<file path="src/rtl/sbs_pkg.sv">
/*
 servo burst sequencer word execution: shared constants and types.
 assumes one clock domain and an axi4-lite register port.
*/
package sbs_pkg;
  localparam int unsigned ADDR_W  = 5;
  localparam int unsigned WORD_W  = 25;
  localparam int unsigned TMR_W   = 10;
  localparam int unsigned SHIFT_W = 16;

  // instruction field positions
  localparam int unsigned SEL1_BIT = 24;
  localparam int unsigned WDIS_BIT = 23;
  localparam int unsigned GRAY_BIT = 22;
  localparam int unsigned IDX_BIT  = 21;
  localparam int unsigned SECT_BIT = 20;
  localparam int unsigned ACQ_BIT  = 19;
  localparam int unsigned BT_HI    = 18;
  localparam int unsigned BT_LO    = 16;
  localparam int unsigned IRQ_BIT  = 15;
  localparam int unsigned BA_HI    = 14;
  localparam int unsigned BA_LO    = 10;
  localparam int unsigned TL_HI    = 9;

  typedef enum logic [2:0] {
    BT_NEVER   = 3'h0,
    BT_MISSING = 3'h1,
    BT_SEARCH  = 3'h2,
    BT_MARK    = 3'h3,
    BT_FLAG    = 3'h4,
    BT_BRBIT   = 3'h5,
    BT_BRTIMED = 3'h6,
    BT_ALWAYS  = 3'h7
  } sbs_btype_t;

  typedef enum logic [0:0] {
    ST_IDLE = 1'b0,
    ST_RUN  = 1'b1
  } sbs_state_t;

  // register byte offsets
  localparam logic [7:0] REG_CTRL  = 8'h00;
  localparam logic [7:0] REG_STAT  = 8'h04;
  localparam logic [7:0] REG_GRAY  = 8'h08;
  localparam logic [7:0] REG_INDEX = 8'h0c;
  localparam logic [7:0] REG_PADDR = 8'h10;
  localparam logic [7:0] REG_PDATA = 8'h14;

  localparam int unsigned CTRL_RUN    = 0;
  localparam int unsigned CTRL_BRANCH = 1;
  localparam logic [1:0]  CTRL_RST    = 2'h0;

  localparam logic [1:0] RESP_OKAY   = 2'h0;
  localparam logic [1:0] RESP_SLVERR = 2'h2;
endpackage

</file>
<file path="src/rtl/sbs_cond_if.sv">
/*
 branch condition carrier between sequencer and evaluator.
 assumes all members sampled in the sequencer clock domain.
*/
`timescale 1ns/1ps
interface sbs_cond_if;
  logic [2:0] btype;
  logic       tmr_zero;
  logic       missing_mark;
  logic       search_window;
  logic       servo_timing_mark;
  logic       flag_bit;
  logic       branch_bit;
  logic       take;
  modport eval (input btype, tmr_zero, missing_mark, search_window,
                servo_timing_mark, flag_bit, branch_bit, output take);
  modport seq (output btype, tmr_zero, missing_mark, search_window,
               servo_timing_mark, flag_bit, branch_bit, input take);
endinterface // sbs_cond_if

</file>
<file path="src/rtl/sbs_branch_eval.sv">
/*
 branch condition evaluator for the executing word.
 assumes inputs stable within the cycle; output is combinational.
*/
`timescale 1ns/1ps
module sbs_branch_eval (
  sbs_cond_if.eval c
);
  always_comb begin
    case (c.btype)
      sbs_pkg::BT_NEVER:   c.take = 1'b0;
      sbs_pkg::BT_MISSING: c.take = c.missing_mark;
      sbs_pkg::BT_SEARCH:  c.take = c.search_window;
      sbs_pkg::BT_MARK:    c.take = c.servo_timing_mark & c.search_window;
      sbs_pkg::BT_FLAG:    c.take = c.flag_bit;
      sbs_pkg::BT_BRBIT:   c.take = c.branch_bit;
      sbs_pkg::BT_BRTIMED: c.take = c.branch_bit & c.tmr_zero;
      default:             c.take = 1'b1;
    endcase
  end
endmodule // sbs_branch_eval

</file>
<file path="src/rtl/sbs_word_exec.sv">
/*
 servo burst sequencer word execution: program store, sequencer, pins, axi4-lite slave.
 assumes synchronous inputs, a one-cycle sync_bit_clock pulse per recovered bit,
 and a microprogram that keeps its own timing rules.
*/
`timescale 1ns/1ps
module sbs_word_exec #(
  parameter int unsigned SHIFT_W = sbs_pkg::SHIFT_W
) (
  input  wire logic               aclk,
  input  wire logic               aresetn,
  input  wire logic               ce,
  input  wire logic [7:0]         s_axi_awaddr,
  input  wire logic               s_axi_awvalid,
  output logic                    s_axi_awready,
  input  wire logic [31:0]        s_axi_wdata,
  input  wire logic [3:0]         s_axi_wstrb,
  input  wire logic               s_axi_wvalid,
  output logic                    s_axi_wready,
  output logic [1:0]              s_axi_bresp,
  output logic                    s_axi_bvalid,
  input  wire logic               s_axi_bready,
  input  wire logic [7:0]         s_axi_araddr,
  input  wire logic               s_axi_arvalid,
  output logic                    s_axi_arready,
  output logic [31:0]             s_axi_rdata,
  output logic [1:0]              s_axi_rresp,
  output logic                    s_axi_rvalid,
  input  wire logic               s_axi_rready,
  input  wire logic               missing_mark_latch,
  input  wire logic               search_window,
  input  wire logic               servo_timing_mark,
  input  wire logic               flag_bit,
  input  wire logic               sync_bit_clock,
  input  wire logic               sync_bit_data,
  input  wire logic               write_gate_req,
  output logic                    extra_select_one_pin,
  output logic                    qualified_write_gate,
  output logic                    servo_sector_pin,
  output logic                    acq_start,
  output logic                    dsp_irq
);
  localparam int unsigned AW = sbs_pkg::ADDR_W;
  localparam int unsigned WW = sbs_pkg::WORD_W;
  localparam int unsigned TW = sbs_pkg::TMR_W;

  logic [WW-1:0]      prog_mem [2**AW];
  logic [WW-1:0]      word;
  logic [AW-1:0]      pc;
  logic [TW-1:0]      tmr;
  sbs_pkg::sbs_state_t st;
  logic [1:0]         ctrl;
  logic [AW-1:0]      paddr;
  logic [SHIFT_W-1:0] gray_sr;
  logic [SHIFT_W-1:0] index_sr;
  logic               first;
  logic [7:0]         aw_addr;
  logic               aw_held;
  logic [31:0]        w_data;
  logic [3:0]         w_strb;
  logic               w_held;
  logic               ld;
  logic [AW-1:0]      next_pc;
  logic [WW-1:0]      next_word;
  logic               running;
  logic               do_write;

  sbs_cond_if cond ();

  sbs_branch_eval u_eval (
    .c (cond.eval)
  );

  // field of a word as a bit, used for both current and next word
  function automatic logic wbit(input logic [WW-1:0] w, input int unsigned b);
    return w[b];
  endfunction

  function automatic logic mapped(input logic [7:0] a);
    return a == sbs_pkg::REG_CTRL || a == sbs_pkg::REG_STAT ||
           a == sbs_pkg::REG_GRAY || a == sbs_pkg::REG_INDEX ||
           a == sbs_pkg::REG_PADDR || a == sbs_pkg::REG_PDATA;
  endfunction

  assign running                = st == sbs_pkg::ST_RUN;
  assign cond.btype             = word[sbs_pkg::BT_HI:sbs_pkg::BT_LO];
  assign cond.tmr_zero          = tmr == '0;
  assign cond.missing_mark      = missing_mark_latch;
  assign cond.search_window     = search_window;
  assign cond.servo_timing_mark = servo_timing_mark;
  assign cond.flag_bit          = flag_bit;
  assign cond.branch_bit        = ctrl[sbs_pkg::CTRL_BRANCH];

  // next instruction selection; branch beats timeout
  always_comb begin
    ld      = 1'b0;
    next_pc = pc;
    if (!running && ctrl[sbs_pkg::CTRL_RUN]) begin
      ld      = 1'b1;
      next_pc = '0;
    end else if (running && ctrl[sbs_pkg::CTRL_RUN]) begin
      if (cond.take) begin
        ld      = 1'b1;
        next_pc = word[sbs_pkg::BA_HI:sbs_pkg::BA_LO];
      end else if (tmr == '0) begin
        ld      = 1'b1;
        next_pc = AW'(pc + 1'b1);
      end
    end
  end

  assign next_word = prog_mem[next_pc];

  // sequencer state, pc, word and timer
  always_ff @(posedge aclk) begin
    if (!aresetn) begin
      st    <= sbs_pkg::ST_IDLE;
      pc    <= '0;
      word  <= '0;
      tmr   <= '0;
      first <= 1'b0;
    end else if (ce) begin
      first <= ld;
      if (!ctrl[sbs_pkg::CTRL_RUN]) begin
        st   <= sbs_pkg::ST_IDLE;
        word <= '0;
        tmr  <= '0;
      end else if (ld) begin
        st   <= sbs_pkg::ST_RUN;
        pc   <= next_pc;
        word <= next_word;
        tmr  <= next_word[sbs_pkg::TL_HI:0];
      end else begin
        tmr  <= tmr - 1'b1;
      end
    end
  end

  // pins set together with the word they belong to
  always_ff @(posedge aclk) begin
    if (!aresetn) begin
      extra_select_one_pin <= 1'b0;
      servo_sector_pin     <= 1'b0;
      acq_start            <= 1'b0;
      dsp_irq              <= 1'b0;
    end else if (ce) begin
      if (!ctrl[sbs_pkg::CTRL_RUN]) begin
        extra_select_one_pin <= 1'b0;
        servo_sector_pin     <= 1'b0;
        acq_start            <= 1'b0;
        dsp_irq              <= 1'b0;
      end else if (ld) begin
        extra_select_one_pin <= wbit(next_word, sbs_pkg::SEL1_BIT);
        servo_sector_pin     <= wbit(next_word, sbs_pkg::SECT_BIT);
        // only a low-to-high step between words starts acquisition
        acq_start <= wbit(next_word, sbs_pkg::ACQ_BIT) &
                     ~(running & wbit(word, sbs_pkg::ACQ_BIT));
        dsp_irq   <= wbit(next_word, sbs_pkg::IRQ_BIT);
      end else begin
        acq_start <= 1'b0;
        dsp_irq   <= 1'b0;
      end
    end
  end

  // write gate qualified a clock late: pin is registered
  always_ff @(posedge aclk) begin
    if (!aresetn) begin
      qualified_write_gate <= 1'b0;
    end else if (ce) begin
      qualified_write_gate <= write_gate_req &
                              ~(running & wbit(word, sbs_pkg::WDIS_BIT));
    end
  end

  // shift windows; a bit clock outside the window is dropped
  always_ff @(posedge aclk) begin
    if (!aresetn) begin
      gray_sr  <= '0;
      index_sr <= '0;
    end else if (ce && running && sync_bit_clock) begin
      if (wbit(word, sbs_pkg::GRAY_BIT)) begin
        gray_sr <= {gray_sr[SHIFT_W-2:0], sync_bit_data};
      end
      if (wbit(word, sbs_pkg::IDX_BIT)) begin
        index_sr <= {index_sr[SHIFT_W-2:0], sync_bit_data};
      end
    end
  end

  // axi write channels taken in either order
  assign do_write = aw_held && w_held && !s_axi_bvalid;

  always_ff @(posedge aclk) begin
    if (!aresetn) begin
      aw_held       <= 1'b0;
      aw_addr       <= '0;
      s_axi_awready <= 1'b0;
    end else if (ce) begin
      s_axi_awready <= !aw_held; // ready never waits for valid to drop
      if (s_axi_awvalid && s_axi_awready) begin
        aw_held       <= 1'b1;
        aw_addr       <= s_axi_awaddr;
        s_axi_awready <= 1'b0;
      end else if (do_write) begin
        aw_held <= 1'b0;
      end
    end
  end

  always_ff @(posedge aclk) begin
    if (!aresetn) begin
      w_held       <= 1'b0;
      w_data       <= '0;
      w_strb       <= '0;
      s_axi_wready <= 1'b0;
    end else if (ce) begin
      s_axi_wready <= !w_held;
      if (s_axi_wvalid && s_axi_wready) begin
        w_held       <= 1'b1;
        w_data       <= s_axi_wdata;
        w_strb       <= s_axi_wstrb;
        s_axi_wready <= 1'b0;
      end else if (do_write) begin
        w_held <= 1'b0;
      end
    end
  end

  // register writes; program store written word-wide through paddr
  always_ff @(posedge aclk) begin
    if (!aresetn) begin
      ctrl         <= sbs_pkg::CTRL_RST;
      paddr        <= '0;
      s_axi_bvalid <= 1'b0;
      s_axi_bresp  <= sbs_pkg::RESP_OKAY;
    end else if (ce) begin
      if (s_axi_bvalid && s_axi_bready) begin
        s_axi_bvalid <= 1'b0;
      end
      if (do_write) begin
        s_axi_bvalid <= 1'b1;
        s_axi_bresp  <= mapped(aw_addr) ? sbs_pkg::RESP_OKAY : sbs_pkg::RESP_SLVERR;
        if (aw_addr == sbs_pkg::REG_CTRL && w_strb[0]) begin
          ctrl <= w_data[1:0];
        end else if (aw_addr == sbs_pkg::REG_PADDR && w_strb[0]) begin
          paddr <= w_data[AW-1:0];
        end else if (aw_addr == sbs_pkg::REG_PDATA) begin
          paddr <= AW'(paddr + 1'b1);
        end
      end
    end
  end

  always_ff @(posedge aclk) begin
    if (ce && do_write && aw_addr == sbs_pkg::REG_PDATA) begin
      prog_mem[paddr] <= w_data[WW-1:0];
    end
  end

  // read channel: answer one clock after the address is taken
  always_ff @(posedge aclk) begin
    if (!aresetn) begin
      s_axi_arready <= 1'b0;
      s_axi_rvalid  <= 1'b0;
      s_axi_rdata   <= '0;
      s_axi_rresp   <= sbs_pkg::RESP_OKAY;
    end else if (ce) begin
      s_axi_arready <= !s_axi_rvalid;
      if (s_axi_rvalid && s_axi_rready) begin
        s_axi_rvalid <= 1'b0;
      end
      if (s_axi_arvalid && s_axi_arready) begin
        s_axi_arready <= 1'b0;
        s_axi_rvalid  <= 1'b1;
        s_axi_rresp   <= sbs_pkg::RESP_OKAY;
        s_axi_rdata   <= '0;
        if (s_axi_araddr == sbs_pkg::REG_CTRL) begin
          s_axi_rdata[1:0] <= ctrl;
        end else if (s_axi_araddr == sbs_pkg::REG_STAT) begin
          s_axi_rdata <= {5'h00, tmr, 11'h000, running, pc};
        end else if (s_axi_araddr == sbs_pkg::REG_GRAY) begin
          s_axi_rdata[SHIFT_W-1:0] <= gray_sr;
        end else if (s_axi_araddr == sbs_pkg::REG_INDEX) begin
          s_axi_rdata[SHIFT_W-1:0] <= index_sr;
        end else if (s_axi_araddr == sbs_pkg::REG_PADDR) begin
          s_axi_rdata[AW-1:0] <= paddr;
        end else if (s_axi_araddr == sbs_pkg::REG_PDATA) begin
          s_axi_rdata[WW-1:0] <= prog_mem[paddr];
        end else begin
          s_axi_rresp <= sbs_pkg::RESP_SLVERR;
        end
      end
    end
  end
endmodule // sbs_word_exec

</file>
<file path="config.mk">
export PLATFORM = sky130hd
export DESIGN_NAME = sbs_word_exec
export DESIGN_NICKNAME = d
export VERILOG_FILES = /design/src/rtl/sbs_pkg.sv /design/src/rtl/sbs_cond_if.sv /design/src/rtl/sbs_branch_eval.sv /design/src/rtl/sbs_word_exec.sv
export SDC_FILE = /design/constraint.sdc
export NUM_CORES = 1
export LEC_CHECK = 0
export ABC_CLOCK_PERIOD_IN_PS = 7200
export BUFFER_PORTS_ARGS = -buffer_cell sky130_fd_sc_hd__buf_4
export CORE_AREA = 2 2 364 366
export CTS_CLUSTER_DIAMETER = 30
export DETAILED_ROUTE_END_ITERATION = 12
export DIE_AREA = 0 0 366 368
export PLACE_DENSITY_LB_ADDON = 0.08
export SLEW_MARGIN = 20
export SYNTH_ARGS = -nofsm -noshare
export SYNTH_HDL_FRONTEND = slang
export SYNTH_HIERARCHICAL = 1
export SYNTH_SLANG_ARGS = --single-unit
</file>
<file path="constraint.sdc">
create_clock -name aclk -period 7.2 [get_ports aclk]
set_input_delay 1.08 -clock aclk [delete_from_list [all_inputs] [get_ports aclk]]
set_output_delay 1.08 -clock aclk [all_outputs]
set_load 0.05 [all_outputs]
</file>
=== Word-level counts from Yosys, hierarchy flattened ===
Memory sizes are Yosys's and may differ from the RTL's. A register that Yosys moved wholly into a read port is not among the register bits.
Cells that the tools add are included.

* Add/subtract/negate cells: 3
* Equal/unequal tests: 17
* Bitwise operators: 9
* Reduce and logical (&&, ||, !) cells: 48
* Muxes and demuxes: 57

{| class="wikitable"
|+ Operators by type and width
! operator !! count
|-
| two-way mux 25 bit || 2
|-
| two-way mux 24 bit || 2
|-
| two-way mux 5 bit || 9
|-
| == test 8 x 4 -> 1 bit (second input constant) || 4
|-
| == test 8 x 5 -> 1 bit (second input constant) || 4
|-
| two-way mux 16 bit || 2
|-
| two-way mux 30 bit || 1
|-
| two-way mux 1 bit || 26
|-
| AND reduction 2 bit || 11
|-
| two-way mux 10 bit || 2
|-
| two-way mux 20 bit || 1
|-
| two-way mux 2 bit || 9
|-
| two-way mux 9 bit || 2
|-
| == test 8 x 3 -> 1 bit (second input constant) || 2
|-
| logical NOT 8 bit || 2
|-
| logical AND 1 bit || 15
|-
| adder 5 x 1 -> 5 bit (second input constant) || 2
|-
| logical NOT 10 bit || 1
|-
| nonzero test 2 bit || 5
|-
| subtractor 10 x 1 -> 10 bit (second input constant) || 1
|-
| == test 3 bit (second input constant) || 3
|-
| case mux 1 bit (7 select lines) || 1
|-
| bitwise AND 1 bit || 6
|-
| == test 3 x 2 -> 1 bit (second input constant) || 2
|-
| 8 further kinds || 19
|}

* Logic and storage cells: 161
* Input bits: 67
* Flip-flop bits (word level): 161
* Memories: 1
* Output and inout port bits: 46
* Memory bits (writable): 800

{| class="wikitable"
|+ Memories
! name !! words !! bits a word !! rd ports !! clocked after memory_dff !! wr ports !! line !! source
|-
| prog_mem || 32 || 25 || 2 || 1 || 1 || sbs_word_exec.sv:47 || <nowiki>logic [WW-1:0] prog_mem [2**AW];</nowiki>
|}

=== Depth between registers and ports, before layout ===
Gate-level depths: netlist of run 1.
An unclocked memory read counts as a cell.

* Depth in word-level cells: 10
* Depth in mapped cells: 22
* Mapped depth without buffers: 17

=== Cells and area by module ===
The synthesis of run 1 kept the hierarchy.

{| class="wikitable"
|+ By module, submodules not included
! module !! times used !! area an instance (µm²) !! sequential area each (µm²) !! cells each
|-
| sbs_word_exec || 1 || 44,033.5 || 26,965.9 || 3,292
|-
| sbs_branch_eval || 1 || 61.3 || 0.0 || 8
|}

=== Worst setup path after synthesis of run 1 ===
OpenSTA, ideal clock, no wires.

* Kind: input port to flip-flop
* Start point: in missing_mark_latch
* End point: reg word[21]
* Buffers on the path: 4
* Data required time: 7.078 ns
* Stages on the path: 13
* Setup time: 0.122 ns
* Path slack: 3.295 ns
* Arrival time: 3.783 ns
* Cells stage by stage: mux2_4 -> o221a_1 -> clkbuf_1 -> nand3_1 -> o41ai_4 -> a211oi_1 -> clkbuf_1 -> buf_2 -> buf_1 -> nand3_1 -> nand2_1 -> o22ai_1 -> a221o_1

* Cells in the longest elaborated chain, start to end: 7
* Elaborated cells on any way between the ends: 12
* Classes of those cells: 1 x eq/ne; 9 x mux; 1 x reduce/logical; 1 x memory

{| class="wikitable"
|+ RTL lines
! item !! line !! source
|-
| start, declared || sbs_word_exec.sv:30 || <nowiki>input wire logic missing_mark_latch,</nowiki>
|-
| case mux 1 bit (7 select lines) (*) || sbs_branch_eval.sv:10 || <nowiki>case (c.btype)</nowiki>
|-
| named net cond.take || sbs_cond_if.sv:14 || <nowiki>logic take;</nowiki>
|-
| two-way mux 5 bit || sbs_word_exec.sv:102 || <nowiki>if (cond.take) begin</nowiki>
|-
| two-way mux 5 bit || sbs_word_exec.sv:101 || <nowiki>end else if (running && ctrl[sbs_pkg::CTRL_RUN]) begin</nowiki>
|-
| two-way mux 5 bit || sbs_word_exec.sv:98 || <nowiki>if (!running && ctrl[sbs_pkg::CTRL_RUN]) begin</nowiki>
|-
| memory read (32 x 25 bit) || - ||
|-
| two-way mux 24 bit || sbs_word_exec.sv:128 || <nowiki>end else if (ld) begin</nowiki>
|-
| two-way mux 24 bit || sbs_word_exec.sv:124 || <nowiki>if (!ctrl[sbs_pkg::CTRL_RUN]) begin</nowiki>
|-
| end signal, assigned || sbs_word_exec.sv:131 || <nowiki>word <= next_word;</nowiki>
|-
| end, declared || sbs_word_exec.sv:48 || <nowiki>logic [WW-1:0] word;</nowiki>
|}

Mark *: on every way through the listed nets, which the timed path passes. The rest lies on a longest branch. The select of a mux whose other input is x is not followed.
A chain may end at the register's enable or synchronous reset.

=== Worst setup path in the final report of run 1 ===
* Start point: reg tmr[1]
* End point: reg word[23]

* Cells in the longest elaborated chain, start to end: 9
* Elaborated cells on any way between the ends: 16
* Classes of those cells: 1 x eq/ne; 11 x mux; 1 x bitwise; 2 x reduce/logical; 1 x memory

{| class="wikitable"
|+ RTL lines
! item !! line !! source
|-
| start, declared || sbs_word_exec.sv:50 || <nowiki>logic [TW-1:0] tmr;</nowiki>
|-
| start signal, assigned || sbs_word_exec.sv:132 || <nowiki>tmr <= next_word[sbs_pkg::TL_HI:0];</nowiki>
|-
| start signal, assigned || sbs_word_exec.sv:134 || <nowiki>tmr <= tmr - 1'b1;</nowiki>
|-
| logical NOT 10 bit (*) || sbs_word_exec.sv:87 || <nowiki>assign cond.tmr_zero = tmr == '0;</nowiki>
|-
| named net cond.tmr_zero || sbs_cond_if.sv:8 || <nowiki>logic tmr_zero;</nowiki>
|-
| bitwise AND 1 bit (*) || sbs_branch_eval.sv:17 || <nowiki>sbs_pkg::BT_BRTIMED: c.take = c.branch_bit & c.tmr_zero;</nowiki>
|-
| case mux 1 bit (7 select lines) (*) || sbs_branch_eval.sv:10 ||
|-
| named net cond.take || sbs_cond_if.sv:14 ||
|-
| two-way mux 5 bit || sbs_word_exec.sv:102 ||
|-
| two-way mux 5 bit || sbs_word_exec.sv:101 ||
|-
| two-way mux 5 bit || sbs_word_exec.sv:98 ||
|-
| memory read (32 x 25 bit) || - ||
|-
| two-way mux 24 bit || sbs_word_exec.sv:128 ||
|-
| two-way mux 24 bit || sbs_word_exec.sv:124 ||
|}

Marked as above.

==> flow_summary_export.csv, run 1 <==
group,metric,value,unit
synthesis,synth_cells,3300,
synthesis,yosys.area.top_type,"edfxtp_1",
final_layout,finalNonFillerCells,5475,
clocking,postCtsSetupRepairBufs,0,
detailed_routing,drt_iter0_markers,3784,
job,maxCapViolations,0,
synthesis,synth_seq_area_share,0.612,
detailed_routing,wire_per_inst,31.6,µm
sta,fmax,177,MHz
place,gp_congestion,0.836,
sta,fin_hold_ws,453,ps
power_and_ir_drop,finalPower,17.0,mW
setup_path,cpLargestDelayFamily,"simple AND/OR/NAND/NOR gates",
power_and_ir_drop,switchingPower,3.50,mW
power_and_ir_drop,swShare,0.207,
sta,worst_slew_pin_slew,1220,ps
setup_path,crit_type,"flop to flop",
place,hpwl,104000,µm
setup_path,timing.critical_path.buf_inv,2,
setup_path,worstPathMaxFanout,54,
detailed_routing,wl,173000,µm
die,floorplan.initialDensity,0.337,
status,status,"complete, no violations",
clocking,cts_max_path_buffers,3,
final_layout,area_growth,26.1,%
clocking,ctsHoldBuffers,0,
die,die_h,368,µm
place,placed_cells,5013,
worst_hold_path,min_path_type,"flop to flop",
clocking,cts_tree,"done",
setup_path,worstPathArrival,6340,ps
synthesis,synth_cell_type_count,83,
synthesis,synth_common_cells,"edfxtp_1, nand2_1, mux4_2",
detailed_routing,drc,0,
clocking,cts_sinks,947,
final_layout,layout.nets,3575,
place,portBuffers,95,
final_layout,drive_gt1_frac,0.257,
power_and_ir_drop,p_seq_frac,0.352,
grt,grt_pass1_wl,243000,µm
die,rows,133,
grt,antenna_found_initial,9,
clocking,htree_levels,4,
setup_path,cp-start-kind,"flop",
synthesis,synth_area_per_cell,13.4,µm²
setup_path,path_cells,"inv_1 > ha_1 > nor3b_1 > nand3_1 > inv_2 > nand2_1 > a31oi_1 > o221a_1 > nand4_1 > a21boi_0 > nand2_8 > nor2_2 > o21ai_0 > a32o_1 > a221o_1",
sta,setup_tns,0,ps
die,die_area,135000,µm²
clocking,cts_buffers,241,
clocking,path_clk_slew,50,ps
synthesis,yosys-top-cells-area,"edfxtp_1, mux4_2, dfxtp_1",
synthesis,yosys_most_used_dff,"edfxtp_1",
sta,fin_crit_sh,0.783,
clocking,cts-resized-gates,0,
sta,relSlewSlack,0.188,
sta,rsz0062_at_grt,"no",
grt,track_usage,0.254,
grt,grt_start_max_net_pins,98,
grt,overflow,0,
synthesis,post-synth-top-count-cell,"edfxtp_1",
grt,grt_pass1_vias,32000,
clocking,worstSkewPairLatency,840,ps
power_and_ir_drop,p_int,13.5,mW
clocking,root_buffer,"clkbuf_16",
die,ios,113,
die,die_w,366,µm
synthesis,async_reset_ff_frac,0,
setup_path,crit_slowest_cell,"nor2_2",
synthesis,ys.warnings.count,6,
detailed_routing,first_pass_iters,6,
die,core,131000,µm²
sta,report.final.setup_viol,0,
sta,hold_viol_final,0,
power_and_ir_drop,p_leak,17.8,nW
detailed_routing,antenna_violating_nets_post_route,0,
synthesis,syn_area,44100,µm²
sta,skew,52.0,ps
sta,report.final.slew_viol_count,0,
synthesis,synth-edff-count,800,
setup_path,cp_data_required_time,7910,ps
detailed_routing,vias,32000,
power_and_ir_drop,clkPwrFrac,0.640,
power_and_ir_drop,vdd_drop_max,0.237,mV
synthesis,ys_seq_elements,947,
setup_path,max_stage_delay,950,ps
power_and_ir_drop,p_comb_frac,0.008,
final_layout,final_cell_area,55600,µm²
synthesis,synth_top_area_frac,0.545,
detailed_routing,avgViaCountPerCell,5.84,
place,place_area,47200,µm²
power_and_ir_drop,power-per-cell-area,305,nW/µm²
sta,fin_crit,5630,ps
setup_path,critPathCaptureType,"flop",
-- tightest hold or removal path, cell delays in order (launching register included) --
cell,delay [ps]
dfxtp_1,300
nand2_1,50
a21oi_1,50
-- path summary, 6_finish.rpt --
path | to | cells past startpoint | slack [ps] | start
max | word[23] | 15 | 1570 | tmr[1]
min | index_sr[15] | 2 | 450 | index_sr[15]
max reg2reg | word[23] | 15 | 1570 | tmr[1]
min reg2reg | index_sr[15] | 2 | 450 | index_sr[15]
-- cell type report --
cell class	instances	area (µm²)
flip-flops and latches	947	27000
repair buffers	202	1730
clock inverters	135	1620
well taps	1755	2200
multi-input cells	2094	16300
fillers	11900	75200
diodes	2	5.00
inverters	16	62.6
clock buffers	324	6700
-- logic make-up (layout without fill, tap and decap cells) --
logic type	Yosys count	after routing	synth area share
other	1	9	0.0000850
buffers and inverters	265	677	0.0277
DFF	947	947	0.612
and+or+nand+nor	1255	1255	0.124
AOI/OAI and AO/OA	425	425	0.0638
adders and majority gates	6	6	0.00170
xor gates and xnor gates	4	4	0.000794
muxes	397	397	0.171
-- registers in the layout, indices dropped and copies added (netlist names), 2 cells and up, named ones only --
register,count
paddr,5
tmr,10
w_data,25
word,12
index_sr,16
s_axi_rdata,27
aw_addr,8
prog_mem,800
ctrl,2
pc,5
gray_sr,16
-- stage by stage --
step	worst slack, ps	util
2_1_floorplan	3300	-
3_3_place_gp	1530	0.360
3_5_place_dp	1760	0.361
4_1_cts	1660	0.425
5_1_grt	1370	0.425
6_report	1570	0.425
-- layout by cell type (no fill, tap or decap), drive strengths merged, types with 12 or more instances in the layout --
cell type / count
a21oi: 138
o21ai: 57
nand4: 39
buf: 202
edfxtp: 800
nor3: 42
clkinv: 85
nor2: 170
inv: 17
a211oi: 25
nand2: 705
mux2i: 104
and3: 49
a31oi: 45
dfxtp: 147
clkinvlp: 20
a311oi: 22
a32oi: 15
bufinv: 29
nand3: 192
mux4: 282
clkbuf: 324
o22ai: 16
a221oi: 12
-- metal layers --
layer  vias to the layer above  wire [µm]  global-route usage  share of wire
li1                      13300          -                   -              -
met1                     16700      73900               0.348           0.43
met2                      1684      78800               0.396           0.46
met3                       330      14800              0.0600          0.085
met4                         0       5640              0.0913          0.033
met5                         -          0                   0              0
-- power groups by stage --
stage / Clock [mW] / Sequential (mW) / Combinational [mW]
floorplan: 0 / 6.06 / 0.0551
global placement: 0 / 6.06 / 0.140
detailed placement: 0 / 6.06 / 0.142
CTS: 10.9 / 5.97 / 0.142
global route: 11.2 / 5.97 / 0.150
finish: 10.8 / 5.97 / 0.142
Note: power is estimated with default switching activity, not from simulation.
==> run 2, diff against run 1 <==
- ABC_CLOCK_PERIOD_IN_PS: 7200 -> 4760
- clock period: 7.2 -> 4.76 ns (I/O delays scaled with it)
==> run 2 against run 1 <==
  * Critical path depth increased by 3
  * Fmax increased by 25%
  * Non-clock buffer count increased by 87
  * Clock skew increased by 6.4 ps
  * Clock power increased by 54%
  * Hold slack got worse by 330 ps
  * Critical endpoint is now tmr[7]
  * Worst setup slack got worse by 1300 ps
==> flow_summary_export.csv, run 2 (synthesis results as in run 1) <==
group,metric,value,unit
status,status,"complete, no violations",
clocking,path_clk_slew,50,ps
detailed_routing,wire_per_inst,31.6,µm
die,ios,113,
detailed_routing,vias,32200,
clocking,cts_sinks,947,
setup_path,r2r_start,"tmr[0]",
final_layout,regArea,27000,µm²
die,core,131000,µm²
detailed_routing,drt_iter0_markers,4087,
sta,fin_crit_sh,0.949,
setup_path,critPathLaunch,"tmr[0]",
final_layout,drive_gt1_frac,0.279,
detailed_routing,antenna_violating_nets_post_route,0,
final_layout,mostFrequentLayoutCells,"edfxtp_1, nand2_1, mux4_2, buf_4, clkbuf_16",
detailed_routing,drc,0,
clocking,cts_tree,"done",
power_and_ir_drop,switchingPower,5.38,mW
sta,rsz0062_at_grt,"no",
final_layout,layout_commonest_cell,"edfxtp_1",
final_layout,largest_reg_flops,800,
sta,hold_viol_final,0,
sta,relSlewSlack,0.226,
job,maxCapViolations,0,
grt,grt_pass1_vias,31900,
grt,track_usage,0.258,
power_and_ir_drop,p_seq_frac,0.348,
die,rows,133,
setup_path,critPathCaptureType,"flop",
clocking,worstSkewPairLatency,840,ps
sta,report.final.slew_viol_count,0,
final_layout,num-fill-cells,11900,
setup_path,cp_data_required_time,5520,ps
grt,grt_pass1_wl,246000,µm
place,hpwl,105000,µm
sta,setup_tns,0,ps
power_and_ir_drop,vdd_drop_max,0.361,mV
power_and_ir_drop,p_comb_frac,0.008,
setup_path,crit_type,"flop to flop",
power_and_ir_drop,swShare,0.208,
clocking,cts_buffers,235,
setup_path,r2r_slack,240,ps
place,portBuffers,95,
final_layout,layout.nets,3656,
sta,skew,58.4,ps
die,die_area,135000,µm²
power_and_ir_drop,power-per-cell-area,457,nW/µm²
setup_path,endpoint,"tmr[7]",
setup_path,worstPathArrival,5280,ps
setup_path,regToRegEndpoint,"tmr[7]",
die,die_w,366,µm
power_and_ir_drop,p_int,20.5,mW
sta,report.final.setup_viol,0,
clocking,htree_levels,4,
detailed_routing,first_pass_iters,6,
clocking,cts_max_path_buffers,3,
setup_path,reg2reg_depth,18,
power_and_ir_drop,p_leak,18.4,nW
clocking,root_buffer,"clkbuf_16",
setup_path,cp-start-kind,"flop",
detailed_routing,wl,175000,µm
final_layout,final_cell_area,56600,µm²
die,die_h,368,µm
sta,fin_crit,4520,ps
place,place_area,48200,µm²
final_layout,top_regs,"prog_mem: 800 flops, s_axi_rdata: 27 flops, w_data: 25 flops",
grt,antenna_found_initial,8,
place,gp_congestion,0.858,
setup_path,worstPathMaxFanout,35,
final_layout,largest_register,"prog_mem",
power_and_ir_drop,clkPwrFrac,0.643,
final_layout,area_growth,28.4,%
sta,fmax,221,MHz
worst_hold_path,min_path_type,"input pin to flop",
grt,grt_start_max_net_pins,85,
sta,worst_slew_pin_slew,1160,ps
final_layout,multi_input_area,16300,µm²
grt,overflow,0,
die,floorplan.initialDensity,0.337,
detailed_routing,avgViaCountPerCell,5.81,
## run 2: changes by cell type in the layout (fill, tap and decap cells not counted), moves of 10 or more
cell / change
clkbuf_1: -30
clkbuf_8: -11
bufinv_16: +10
inv_6: +12
buf_4: +61
buf_12: +28
## run 2: area by class of cell
type / instances / share of cell area
antenna: 1 / 0.0000442
clock buffer: 277 / 0.111
clock inverter: 171 / 0.0365
inverter: 16 / 0.00111
multi-input combinational: 2094 / 0.288
sequential: 947 / 0.477
tap: 1755 / 0.0388
timing repair buffer: 289 / 0.0478
## run 2: layer usage
layer	share of wire	vias up	GRT usage
met2	0.45	1709	0.400
met1	0.44	16800	0.363
met5	0	-	0
met4	0.026	0	0.0772
met3	0.084	296	0.0545
li1	-	13400	-
## run 2: worst min-delay path by stage
stage                               start     endpoint  slack (ps)  cells past startpoint
after floorplan                aw_addr[6]   aw_addr[6]         430                      2
after global placement         aw_addr[0]   aw_addr[0]         440                      2
after detailed placement      gray_sr[15]  gray_sr[15]         450                      2
after CTS                 s_axi_wdata[21]   w_data[21]          60                      3
after global routing      s_axi_wdata[21]   w_data[21]         100                      3
final                     s_axi_wdata[23]   w_data[23]         130                      3
## run 2: timing repair
action                                  in CTS  in global routing
setup buffers                                0                  0
hold endpoints to repair                     0                  0
hold buffers                                 0                  0
endpoints found under the setup margin       0                 12
resized for setup                            0                  4
## run 2: worst max-delay path, cell delays in order (launching register included)
cell	delay, ps
dfxtp_1	310
inv_1	70
ha_1	200
nor3b_1	280
nand3_1	170
inv_2	200
nand2_1	80
a31oi_1	180
o221a_1	360
buf_4	240
inv_1	90
o21ai_0	220
o41ai_1	150
or2_2	390
buf_12	210
nand2_1	410
nor4_1	120
nor4_1	500
a32o_1	230
## run 2: metrics by stage
stage | power [mW] | util | setup slack, ps | hold slack (ps) | instances
after global placement | 9.38 | 0.369 | 50.5 | 442 | 5101
after CTS | 26.1 | 0.432 | 0.595 | 63.5 | 5549
after detailed placement | 9.38 | 0.369 | 59.2 | 454 | 5101
after floorplan | 9.25 | - | 1020 | 431 | 3306
final | 25.9 | 0.433 | 244 | 128 | 5550
after global routing | 26.5 | 0.433 | 33.7 | 101 | 5549
## run 2: power by group through the flow
stage | Sequential, mW | Clock [mW] | Combinational [mW]
floorplan | 9.17 | 0 | 0.0833
global placement | 9.16 | 0 | 0.219
detailed placement | 9.16 | 0 | 0.221
CTS | 9.02 | 16.8 | 0.222
global route | 9.02 | 17.3 | 0.235
finish | 9.02 | 16.6 | 0.220
